$ cat src/psei_params.svh
// constants for the strap, expanded control and interrupt enable register bank
`ifndef PSEI_PARAMS_SVH
`define PSEI_PARAMS_SVH

`define PSEI_ADDR_W 5
`define PSEI_DATA_W 16
`define PSEI_OFS_STRAP 5'h17
`define PSEI_OFS_EXPCTL 5'h18
`define PSEI_OFS_INTCS 5'h1B

`define PSEI_STRAP_NAND_BIT 5
`define PSEI_STRAP_RMII_BIT 1
`define PSEI_STRAP_MII_BIT 0

`define PSEI_EXP_ENERGY_DETECT_POWERDOWN_OFF_BIT 11
`define PSEI_EXP_RANDLAT_BIT 10
`define PSEI_EXP_PRE_RESTORE_BIT 6
`define PSEI_EXP_RESET 16'h0801

`define PSEI_INT_EN_LSB 8
`define PSEI_INT_EN_RESET 8'h00
`define PSEI_INT_FLAG_RESET 8'h00

`define PSEI_SFD_BYTE 8'hD5

`endif

$ cat src/psei_pkg.sv
// types for the strap, expanded control and interrupt enable register bank
package psei_pkg;

   typedef enum logic [1:0] {
      RX_IDLE,
      RX_PREAMBLE,
      RX_DATA
   } psei_rx_e;

   typedef logic [15:0] psei_word_t;

endpackage

$ cat src/psei_bank.sv
// strap readback, expanded control and interrupt control/status register bank
`timescale 1ns/100ps
`default_nettype none
`include "psei_params.svh"

module psei_bank #(
   parameter bit IS_RMII = 1'b0
) (
   // clock and reset
   input wire logic clk,
   input wire logic nrst,
   // register access from the management frame logic
   input wire logic [4:0] regAddr,
   input wire logic [15:0] regWrData,
   input wire logic regWr,
   input wire logic regRd,
   output logic [15:0] regRdData,
   // strap pins, sampled after reset
   input wire logic strapNandTree,
   input wire logic strapRmii,
   input wire logic strapMii,
   // core events and controls
   input wire logic [7:0] eventPulse,
   input wire logic pllOffCtl,
   output logic energyDetectPowerdownEn,
   output logic energyDetectPllOff,
   output logic randomLatencySel,
   output logic intOut,
   // receive byte path toward the MII output
   input wire logic [7:0] rxByte,
   input wire logic rxValid,
   input wire logic rxSpeed10,
   output logic [7:0] rxOutByte,
   output logic rxOutValid
);

   // reset release through two flops
   logic rstMeta_reg;
   logic rstSync_reg;
   always_ff @(posedge clk or negedge nrst) begin
      if (!nrst) begin
         rstMeta_reg <= 1'b0;
         rstSync_reg <= 1'b0;
      end else begin
         rstMeta_reg <= 1'b1;
         rstSync_reg <= rstMeta_reg;
      end
   end
   logic rstN;
   assign rstN = rstSync_reg;

   // strap pins: two-flop sync, then caught once after release
   logic [2:0] strapMeta_reg;
   logic [2:0] strapSync_reg;
   logic [2:0] strapHeld_reg;
   logic [2:0] strapHeld_next;
   logic strapDone_reg;
   logic strapDone_next;

   always_comb begin
      strapHeld_next = strapHeld_reg;
      strapDone_next = 1'b1;
      if (!strapDone_reg) begin
         strapHeld_next = strapSync_reg;
      end
   end

   // sync flops carry no reset so the pins are already through them at release
   always_ff @(posedge clk) begin
      strapMeta_reg <= {strapNandTree, strapRmii, strapMii};
      strapSync_reg <= strapMeta_reg;
   end

   always_ff @(posedge clk or negedge rstN) begin
      if (!rstN) begin
         strapHeld_reg <= 3'h0;
         strapDone_reg <= 1'b0;
      end else begin
         strapHeld_reg <= strapHeld_next;
         strapDone_reg <= strapDone_next;
      end
   end

   // register state
   psei_pkg::psei_word_t expCtl_reg;
   psei_pkg::psei_word_t expCtl_next;
   logic [7:0] intEn_reg;
   logic [7:0] intEn_next;
   logic [7:0] intFlag_reg;
   logic [7:0] intFlag_next;
   logic [15:0] rdData_reg;
   logic [15:0] rdData_next;
   logic irq_reg;
   logic irq_next;

   function automatic psei_pkg::psei_word_t strapWord(input logic [2:0] held);
      psei_pkg::psei_word_t w;
      w = 16'h0000; // reserved 4:2 and unmodelled fields read zero
      w[`PSEI_STRAP_NAND_BIT] = held[2];
      w[`PSEI_STRAP_RMII_BIT] = IS_RMII & held[1];
      w[`PSEI_STRAP_MII_BIT] = ~IS_RMII & held[0];
      return w;
   endfunction

   function automatic logic hit(input logic [4:0] a, input logic [4:0] ofs);
      return a == ofs;
   endfunction

   always_comb begin
      expCtl_next = expCtl_reg;
      intEn_next = intEn_reg;
      intFlag_next = intFlag_reg;
      rdData_next = rdData_reg;
      if (regWr && hit(regAddr, `PSEI_OFS_EXPCTL)) begin
         expCtl_next = regWrData; // all bits writable
      end
      if (regWr && hit(regAddr, `PSEI_OFS_INTCS)) begin
         intEn_next = regWrData[15:`PSEI_INT_EN_LSB];
      end
      if (regRd) begin
         if (hit(regAddr, `PSEI_OFS_STRAP)) begin
            rdData_next = strapWord(strapHeld_reg);
         end else if (hit(regAddr, `PSEI_OFS_EXPCTL)) begin
            rdData_next = expCtl_reg;
         end else if (hit(regAddr, `PSEI_OFS_INTCS)) begin
            rdData_next = {intEn_reg, intFlag_reg};
            intFlag_next = 8'h00;
         end else begin
            rdData_next = 16'h0000;
         end
      end
      // a new event in the read cycle survives the clear
      intFlag_next = intFlag_next | eventPulse;
      // follows the flags so it drops the cycle after the clearing read
      irq_next = |(intFlag_next & intEn_next);
   end

   always_ff @(posedge clk or negedge rstN) begin
      if (!rstN) begin
         expCtl_reg <= `PSEI_EXP_RESET;
         intEn_reg <= `PSEI_INT_EN_RESET;
         intFlag_reg <= `PSEI_INT_FLAG_RESET;
         rdData_reg <= 16'h0000;
         irq_reg <= 1'b0;
      end else begin
         expCtl_reg <= expCtl_next;
         intEn_reg <= intEn_next;
         intFlag_reg <= intFlag_next;
         rdData_reg <= rdData_next;
         irq_reg <= irq_next;
      end
   end

   assign regRdData = rdData_reg;
   assign intOut = irq_reg;
   assign energyDetectPowerdownEn = ~expCtl_reg[`PSEI_EXP_ENERGY_DETECT_POWERDOWN_OFF_BIT];
   assign energyDetectPllOff = ~expCtl_reg[`PSEI_EXP_ENERGY_DETECT_POWERDOWN_OFF_BIT] & pllOffCtl;
   // latency choice has no meaning on the reduced-pin variant
   assign randomLatencySel = ~IS_RMII & expCtl_reg[`PSEI_EXP_RANDLAT_BIT];

   // receive path: preamble is dropped only in 10BASE-T without restore
   psei_pkg::psei_rx_e rxState_reg;
   psei_pkg::psei_rx_e rxState_next;
   logic [7:0] rxOut_reg;
   logic [7:0] rxOut_next;
   logic rxOutValid_reg;
   logic rxOutValid_next;
   logic stripPre;

   assign stripPre = rxSpeed10 & ~expCtl_reg[`PSEI_EXP_PRE_RESTORE_BIT];

   always_comb begin
      rxState_next = rxState_reg;
      rxOut_next = rxOut_reg;
      rxOutValid_next = 1'b0;
      unique case (rxState_reg)
         psei_pkg::RX_IDLE, psei_pkg::RX_PREAMBLE: begin
            if (rxValid) begin
               if (rxByte == `PSEI_SFD_BYTE) begin
                  rxState_next = psei_pkg::RX_DATA;
                  rxOut_next = rxByte; // frame starts at SFD
                  rxOutValid_next = 1'b1;
               end else begin
                  rxState_next = psei_pkg::RX_PREAMBLE;
                  rxOut_next = rxByte;
                  rxOutValid_next = ~stripPre;
               end
            end else begin
               rxState_next = psei_pkg::RX_IDLE;
            end
         end
         psei_pkg::RX_DATA: begin
            if (rxValid) begin
               rxOut_next = rxByte;
               rxOutValid_next = 1'b1;
            end else begin
               rxState_next = psei_pkg::RX_IDLE;
            end
         end
      endcase
   end

   always_ff @(posedge clk or negedge rstN) begin
      if (!rstN) begin
         rxState_reg <= psei_pkg::RX_IDLE;
         rxOut_reg <= 8'h00;
         rxOutValid_reg <= 1'b0;
      end else begin
         rxState_reg <= rxState_next;
         rxOut_reg <= rxOut_next;
         rxOutValid_reg <= rxOutValid_next;
      end
   end

   assign rxOutByte = rxOut_reg;
   assign rxOutValid = rxOutValid_reg;

endmodule

`default_nettype wire

$ cat config.mk
export PLATFORM = sky130hd
export DESIGN_NAME = psei_bank
export DESIGN_NICKNAME = d
export VERILOG_FILES = /design/src/psei_pkg.sv /design/src/psei_bank.sv
export VERILOG_INCLUDE_DIRS = /design/src /design/src/src
export SDC_FILE = /design/constraint.sdc
export NUM_CORES = 1
export LEC_CHECK = 0
export BUFFER_PORTS_ARGS = -buffer_cell sky130_fd_sc_hd__buf_2
export CAP_MARGIN = 20
export CELL_PAD_IN_SITES_DETAIL_PLACEMENT = 0
export CELL_PAD_IN_SITES_GLOBAL_PLACEMENT = 1
export CORE_MARGIN = 5
export CORE_UTILIZATION = 36
export DETAILED_ROUTE_END_ITERATION = 8
export MAX_ROUTING_LAYER = met4
export PLACE_DENSITY_LB_ADDON = 0.08
export SLEW_MARGIN = 20
export SYNTH_ARGS = -nofsm -noshare
export SYNTH_HDL_FRONTEND = slang
export SYNTH_SLANG_ARGS = --single-unit
$ cat constraint.sdc
create_clock -name clk -period 2.17 [get_ports clk]
set_clock_uncertainty 0.1 [all_clocks]
set_input_delay 0.651 -clock clk [delete_from_list [all_inputs] [get_ports clk]]
set_output_delay 0.651 -clock clk [all_outputs]
set_load 0.05 [all_outputs]
==> run summary, run 1 <==
Wire per inst: 15.4 um
Largest area contributor in the netlist: dfrtp_1
Req. time, crit path: 2.27 ns
Top-count cell post-synth: dfrtp_1
Critical path class: primary input to flip-flop
Sequential fraction of the synthesis area: 0.643
Finished Layout Cells: 396
Area grow syn2layout: 30.9%
Post-synth top area share: 0.593
Share of cells above drive strength 1: 0.495
Initial antenna violation count: 0
Largest family of logic cells by synthesized area: multiplexers
Core Area: 0.00721 mm2
Total power: 3.17 mW
FMAX: 464 MHz
Initial Util: 0.368
DIE AREA: 0.00920 mm2
Distinct cells, synth: 29
Clock Path Buffers: 2
Outcome: finished, final reports clean
Dpl cells: 379
Total number of vias: 1867
Clk sinks: 69
DRC: 0
CTS Buf Count: 9
Power Dens Cells: 911 mW/mm2
Worst-path clk slew: 0.07 ns
CP max FO: 8
RSZ-0062 raised after global routing: true
Chip Height: 95.9 um
Main flop type after synthesis: dfrtp_1
Vias in the first global route: 2003
Top post-synthesis cells by area: dfrtp_1 (59%), mux2_2 (14%), nor2_1 (4.8%)
First-pass GRT wire length: 9.99 mm
Port Buffers: 74
Io pins: 76
Pre-CTS setup slack: -0.360 ns
Ant. Diodes: 0
Post-CTS setup buffers: 0
Vias per cell: 4.71
Later-pin clock latency in the skew report: 0.33 ns
Max-Cap Viols: 0
Final period util: 0.994
Xor and xnor area share after synthesis: 0
Worst Path Arrival: 2.26 ns
Die X: 95.9 um
P_leak: 1.64 nW
Hold Path Class: flip-flop to async pin
Syn_area_per_cell: 13.5 um2
Final hold vios: 0
CTS tree: done
Largest net degree at the start of global routing: 64
Final antenna-violating net count: 0
CTS H-tree lvls: 3
Final setup violating endpoints: 0
Final wirelength: 6.10 mm
Iteration-0 DRC count of the detailed router: 45
Root Buffer: clkbuf_8
Mux cell area share after synthesis: 0.144
Num rows: 31
Grt total ovfl: 0
GRT Util Overall: 0.150
Critical path launch point type: primary input
Commonest cells in the netlist: dfrtp_1 (63), mux2_2 (34), nor2_1 (34)
Mapped Cells: 197
PnR worst setup slack: 0.0126 ns
Async S/R FF share, synth: 0.942
Final net count: 339
DR pass1 iterations: 4
Final number of max-transition violations: 0
Synth Area in Adders: 0
Post-synth EDFFs: 0
Setup crit end kind: flip-flop
Post-Syn Area: 0.00266 mm2
RD Place Congestion: 0.734
Fin crit period: 2.16 ns
Synth Warn #: 0
Seq cells post-synth: 69
Post-synthesis simple-gate area fraction: 0.0923
Hpwl dp: 4.39 mm
Maximum vdd drop: 0.000428 V
Complex-gate fraction of the synthesized area: 0.0966
[final cells by class]
cell class                      instances  area (um2)
Tap cell                               99         124
Sequential cell                        69        1710
Clock buffer                            9         124
Clock inverter                          7        90.1
Inverter                                4        17.5
Timing Repair Buffer                   90         512
Fill cell                             726        3740
Multi-Input combinational cell        118         900
[placed cells by master, fill, tap and decap left out, drive strengths merged, types with 3 or more instances in the layout]
master | netlist | routed
a221oi | 14 | 14
a22o | 4 | 4
a21o | 8 | 8
nor2 | 34 | 34
clkinv | 0 | 3
clkbuf | 5 | 9
nand2 | 5 | 5
buf | 2 | 89
dfrtp | 63 | 63
mux2 | 34 | 34
inv | 4 | 4
dfxtp | 4 | 4
[report_power, final]
part,switching (mW),internal [mW]
clock,0.482,0.641
sequential,0.0720,1.43
combinational,0.335,0.205
[critical path, stage by stage]
cell      delay [ns]
buf_6           0.09
nand3b_4        0.16
or3_4           0.44
a21o_1          0.22
a22o_1          0.18
or4_1           0.50
[timing repair]
item / in CTS / in global routing
pin swaps: 2 / 0
gates cloned: 0 / 0
endpoints found under the setup margin: 1 / 1
hold endpoints to repair: 2 / 0
hold buffers: 1 / 0
gates resized for setup: 0 / 1
[routing by layer]
metal  global-route usage  wire length, um
met5                    -                0
met4               0.0640               85
met3               0.0321              365
met2                0.225             2780
met1                0.197             2870
[metrics by stage]
step | setup TNS [ns] | area, um2 | util | hold slack, ns
after global routing | -0.0112 | 3480 | 0.482 | 0.233
after floorplan | -0.242 | 2670 | - | 0.210
after detailed placement | -0.360 | 3250 | 0.450 | 0.192
final | 0 | 3480 | 0.482 | 0.172
after global placement | -0.351 | 3250 | 0.450 | 0.192
after CTS | 0 | 3470 | 0.481 | 0.199
[final timing paths]
| check | from | end | slack, ns | cells after the start |
|---|---|---|---|---|
| max in group asynchronous | nrst | rstN | 1.34 | 2 |
| setup / recovery | regAddr[2] | intOut | 0.01 | 6 |
| hold reg to reg | rstN | regRdData[7] | 0.17 | 1 |
| min in group clk | strapMeta_reg[0] | strapSync_reg[0] | 0.23 | 0 |
| setup reg to reg | intEn_reg[4] | intOut | 0.54 | 3 |
| hold / removal | rstN | regRdData[7] | 0.17 | 1 |
[cells by family (layout without fill, tap and decap cells)]
family                 count (synthesis)  count (layout)
AOI/OAI and AO/OA                     32              32
other                                  1               2
buffers and inverters                 11             110
DFF                                   69              69
muxes                                 34              34
and+or+nand+nor                       50              50
Note: power is estimated with default switching activity, not from simulation.
==> inputs of run 2 (changes only) <==
--- a/config.mk
+++ b/config.mk
@@ -14,7 +14,7 @@
 export CORE_UTILIZATION = 36
 export DETAILED_ROUTE_END_ITERATION = 8
 export MAX_ROUTING_LAYER = met4
-export PLACE_DENSITY_LB_ADDON = 0.08
+export PLACE_DENSITY_LB_ADDON = 0.1
 export SLEW_MARGIN = 20
 export SYNTH_ARGS = -nofsm -noshare
 export SYNTH_HDL_FRONTEND = slang
==> run summary, run 2 (synthesis results as in run 1) <==
Maximum vdd drop: 0.000383 V (-11%)
Outcome: finished, violations left
Worst-path clk slew: 0.07 ns (about the same)
P_sw: 0.864 mW (-2.8%)
Num rows: 31 (unchanged)
Commonest non-fill, non-tap cell in the layout: buf_2
Setup crit end kind: flip-flop
RSZ-0062 raised after global routing: true
Power Dens Cells: 858 mW/mm2 (-5.8%)
Combinational share of power: 0.182 (+0.012)
Share of cells above drive strength 1: 0.493 (-0.00166)
CP top delay family: simple AND/OR/NAND/NOR gates
Final antenna-violating net count: 0 (unchanged)
Later-pin clock latency in the skew report: 0.33 ns (about the same)
First-pass GRT wire length: 9.92 mm (-0.76%)
Setup TNS: -0.000657 ns (-0.000657 ns)
Port Buffers: 74 (unchanged)
DIE AREA: 0.00920 mm2 (unchanged)
CTS Buf Count: 9 (unchanged)
Req. time, crit path: 2.27 ns (about the same)
Clk sinks: 69 (unchanged)
Initial Util: 0.368 (unchanged)
Max-Cap Viols: 0 (unchanged)
Final net count: 340 (+0.29%)
Clk pwr share: 0.312 (-0.043)
Cell internal pwr: 2.11 mW (-7.3%)
Net Sw Frac: 0.290 (+0.00963)
Final hold vios: 0 (unchanged)
Critical path class: primary input to flip-flop
Critical path launch point type: primary input
DRC: 0 (unchanged)
Final period util: 1.00 (+0.00609)
Failing checks: negative setup slack
Wire per inst: 15.2 um (-1.1%)
Met1 usage: 0.190 (-0.00672)
FMAX: 461 MHz (-0.61%)
CP max-delay cell: or4_1
Most frequent cells in the layout: buf_2 (73), dfrtp_1 (62), mux2_2 (33), nor2_1 (33), a221oi_1 (14)
P_leak: 1.63 nW (-0.11%)
GRT busiest layer: met2
Met2 GRT Util: 0.222 (-0.00290)
Total number of vias: 1892 (+1.3%)
Chip Height: 95.9 um (unchanged)
Sequential Power Share: 0.506 (+0.031)
Fin crit period: 2.17 ns (+0.0132 ns)
Filler cells: 727 (+0.14%)
PnR worst setup slack: -0.000657 ns (-0.0132 ns)
GRT Util Overall: 0.148 (-0.00193)
Smallest hold slack: 0.171 ns (-0.000956 ns)
Iteration-0 DRC count of the detailed router: 49 (+8.9%)
Ant. Diodes: 0 (unchanged)
CP max FO: 6 (-2)
WP buf/inv: 2 (+1)
Cells along the critical path: buf_6, nand3b_4, nor2_4, buf_12, mux2_2, a22o_1, or4_1
Clock Path Buffers: 2 (unchanged)
Hold Path Class: flip-flop to async pin
Io pins: 76 (unchanged)
Worst Path Arrival: 2.27 ns (about the same)
CTS H-tree lvls: 3 (unchanged)
Final number of max-transition violations: 0 (unchanged)
Final wirelength: 6.05 mm (-0.87%)
Vias per cell: 4.77 (+1.1%)
DR pass1 iterations: 4 (unchanged)
Largest net degree at the start of global routing: 64 (unchanged)
Final setup violating endpoints: 1 (+1)
Area occupied by multi-input gates: 903 um2 (+0.42%)
Register Area: 0.00171 mm2 (unchanged)
Vias in the first global route: 2117 (+5.7%)
Die X: 95.9 um (unchanged)
Root Buffer: clkbuf_8
CTS tree: done
RD Place Congestion: 0.689 (-6.2%)
Initial antenna violation count: 0 (unchanged)
Grt met3 use: 0.0422 (+0.0102)
Hpwl dp: 4.32 mm (-1.5%)
Grt total ovfl: 0 (unchanged)
Area grow syn2layout: 30.6%
Core Area: 0.00721 mm2 (unchanged)
Max stage delay on crit path: 0.50 ns (about the same)
==> run 2: changes by cell type in the layout (fill, tap and decap cells not counted), sizes merged <==
cell,previous run,this run
bufinv,2,0
buf,89,90
clkbuf,9,12
clkinvlp,2,1
==> run 2: metal layers <==
metal  vias to the layer above  wire length (um)
met5                         -                 0
met4                         0                73
met3                         7               325
met2                        55              2750
met1                       926              2900
li1                        904                 -
==> run 2: through the flow <==
| step | area, um2 | setup WS [ns] | std cells | util | total power, mW |
|---|---|---|---|---|---|
| 2_1_floorplan | 2670 | -0.242 | 198 | - | 1.90 |
| 3_3_place_gp | 3240 | -0.360 | 378 | 0.449 | 2.07 |
| 3_5_place_dp | 3240 | -0.388 | 378 | 0.449 | 2.08 |
| 4_1_cts | 3440 | 0.0117 | 396 | 0.477 | 3.02 |
| 5_1_grt | 3470 | -0.0317 | 397 | 0.481 | 3.14 |
| 6_report | 3470 | -0.000657 | 397 | 0.481 | 2.98 |
==> run 2: area by class of cell <==
class                      count  area share
inverter                       4     0.00505
sequential                    69       0.493
multi-input combinational    118       0.260
tap                           99      0.0357
clock inverter                 4     0.00649
clock buffer                  12      0.0447
timing repair buffer          91       0.154
==> run 2: power groups by stage <==
stage / sequential (mW) / clock, mW / combinational (mW)
3_5_place_dp: 1.53 / 0 / 0.545
4_1_cts: 1.51 / 0.965 / 0.548
2_1_floorplan: 1.69 / 0 / 0.206
5_1_grt: 1.53 / 1.03 / 0.589
3_3_place_gp: 1.53 / 0 / 0.538
6_report: 1.51 / 0.930 / 0.541
==> run 2: worst reg2reg max path, stage by stage (launching register included) <==
cell,delay (ns)
dfrtp_1,0.38
mux2_4,0.27
a22o_1,0.22
or4_1,0.51
==> run 2: final timing paths <==
check / slack [ns] / cells after the start / start / endpoint
setup reg to reg: 0.55 / 3 / intEn_reg[6] / intOut
max in group asynchronous: 1.34 / 2 / nrst / rstN
hold reg to reg: 0.17 / 1 / rstN / regRdData[7]
min in group clk: 0.23 / 0 / strapMeta_reg[2] / strapSync_reg[2]
hold / removal: 0.17 / 1 / rstN / regRdData[7]
setup / recovery: -0.0007 / 7 / regAddr[2] / intOut
==> run 2: repair_timing <==
action / 4_1_cts / 5_1_grt
hold buffers: 1 / 0
hold endpoints to repair: 2 / 0
pin swaps: 6 / 3
endpoints found under the setup margin: 1 / 1
resized for setup: 1 / 2
buffers inserted: 2 / 1
==> inputs of run 3 (changes only) <==
--- a/config.mk
+++ b/config.mk
@@ -13,6 +13,8 @@
 export CORE_MARGIN = 5
 export CORE_UTILIZATION = 36
 export DETAILED_ROUTE_END_ITERATION = 8
+export GPL_ROUTABILITY_DRIVEN = 0
+export GPL_TIMING_DRIVEN = 0
 export MAX_ROUTING_LAYER = met4
 export PLACE_DENSITY_LB_ADDON = 0.1
 export SLEW_MARGIN = 20
==> run summary, run 3 (synthesis results as in run 1) <==
Final wirelength: 6.05 mm (about the same)
Vias in the first global route: 1972 (-6.8%)
Total number of vias: 1840 (-2.7%)
Finished Layout Cells: 389 (-2.0%)
Later-pin clock latency in the skew report: 0.33 ns (about the same)
Final period util: 1.02 (+0.0155)
Headroom to the max-slew limit: 0.507
Ant. Diodes: 0 (unchanged)
Share of cells above drive strength 1: 0.466 (-0.0278)
Worst Max-Slew Pin Slew: 0.739 ns
CTS tree: done
First-pass GRT wire length: 9.64 mm (-2.8%)
Dpl cells: 371 (-1.9%)
FMAX: 454 MHz (-1.5%)
Largest net degree at the start of global routing: 50 (-22%)
Final Util: 0.473 (-0.00746)
GRT Util Overall: 0.146 (-0.00184)
Area grow syn2layout: 28.5%
Io pins: 76 (unchanged)
Core Area: 0.00721 mm2 (unchanged)
Root Buffer: clkbuf_8
Iteration-0 DRC count of the detailed router: 127 (+160%)
Fin crit period: 2.20 ns (+0.0337 ns)
Final net count: 332 (-2.4%)
PnR worst setup slack: -0.0344 ns (-0.0337 ns)
Clock Path Buffers: 2 (unchanged)
Setup crit end kind: flip-flop
Num rows: 31 (unchanged)
Reg2reg start: intEn_reg[6]
DR pass1 iterations: 4 (unchanged)
Hpwl dp: 4.37 mm (+1.3%)
Final number of max-transition violations: 0 (unchanged)
Initial Util: 0.368 (unchanged)
Grt total ovfl: 0 (unchanged)
Worst-path clk slew: 0.07 ns (about the same)
RSZ-0062 raised after global routing: true
Maximum vdd drop: 0.000429 V (+12%)
Critical path launch point type: primary input
Most frequent cells in the layout: buf_2 (72), dfrtp_1 (62), nor2_1 (33)
Worst Path Arrival: 2.30 ns (+0.03 ns)
CTS H-tree lvls: 3 (unchanged)
P_leak: 1.59 nW (-2.7%)
Power Dens Cells: 868 mW/mm2 (+1.2%)
Outcome: finished, violations left
Worst setup path startpoint: regAddr[2]
DIE AREA: 0.00920 mm2 (unchanged)
Hold Path Class: flip-flop to async pin
Wire per inst: 15.6 um (+2.1%)
CP max FO: 8 (+2)
Clk sinks: 69 (unchanged)
CTS Buf Count: 9 (unchanged)
Final setup violating endpoints: 1 (unchanged)
Req. time, crit path: 2.27 ns (about the same)
Max-Cap Viols: 0 (unchanged)
Chip Height: 95.9 um (unchanged)
Final hold vios: 0 (unchanged)
Critical path class: primary input to flip-flop
Failing checks: negative setup slack
Initial antenna violation count: 0 (unchanged)
Die X: 95.9 um (unchanged)
DRC: 0 (unchanged)
Vias per cell: 4.73 (-0.75%)
Commonest non-fill, non-tap cell in the layout: buf_2
Final antenna-violating net count: 0 (unchanged)
Port Buffers: 73 (-1.4%)
[run 3: final timing paths]
| kind | depth (start not counted) | slack, ns | to |
|---|---|---|---|
| setup / recovery | 6 | -0.03 | intOut |
| hold / removal | 0 | 0.09 | regRdData[4] |
| setup reg to reg | 3 | 0.54 | intOut |
| max in group asynchronous | 1 | 1.32 | expCtl_reg[11] |
| hold reg to reg | 0 | 0.09 | regRdData[4] |
| min in group clk | 0 | 0.23 | strapSync_reg[0] |
[run 3: routing by layer]
| layer | GRT usage | up-vias | part of all wire |
|---|---|---|---|
| met5 | - | - | 0 |
| met4 | 0.0427 | 0 | 0.0055 |
| met3 | 0.0485 | 5 | 0.061 |
| met2 | 0.230 | 58 | 0.46 |
| met1 | 0.180 | 898 | 0.47 |
| li1 | - | 879 | - |
[run 3: final cells by class]
cell class	instances	area, um2
Fill cell	712	3800
Sequential cell	69	1710
Multi-Input combinational cell	118	920
Timing Repair Buffer	77	437
Clock buffer	14	163
Tap cell	99	124
Buffer	6	31.3
Inverter	4	17.5
Clock inverter	2	10.0
[run 3: through the flow]
stage / setup TNS, ns / area, um2 / power (mW) / hold slack [ns] / worst slack, ns
3_5_place_dp: -9.11 / 3190 / 2.07 / 0.0944 / -0.578
6_report: -0.0344 / 3410 / 2.97 / 0.0852 / -0.0344
3_3_place_gp: -52.03 / 3160 / 2.06 / 0.212 / -0.706
5_1_grt: -0.0518 / 3410 / 3.13 / 0.104 / -0.0518
2_1_floorplan: -0.242 / 2670 / 1.90 / 0.210 / -0.242
4_1_cts: -0.0246 / 3410 / 3.02 / 0.0932 / -0.0246
[run 3: critical path, cell delays in order]
cell and delay, ns:
buf_6 0.09, nand3b_4 0.18, or3_4 0.45, a21o_1 0.20, a22o_1 0.22, or4_4 0.50
[run 3: timing repair]
action	4_1_cts	5_1_grt
endpoints found under the hold margin	2	0
pin swaps	8	0
gates resized for setup	6	1
endpoints found under the setup margin	11	10
buffers inserted	2	0
hold buffers	1	0
[run 3: power by group]
group | total [mW] | leakage [nW] | internal, mW | switching, mW
clock | 0.916 | 0.0905 | 0.475 | 0.441
combinational | 0.540 | 0.696 | 0.206 | 0.333
sequential | 1.51 | 0.805 | 1.43 | 0.0763
total | 2.97 | 1.59 | 2.11 | 0.850
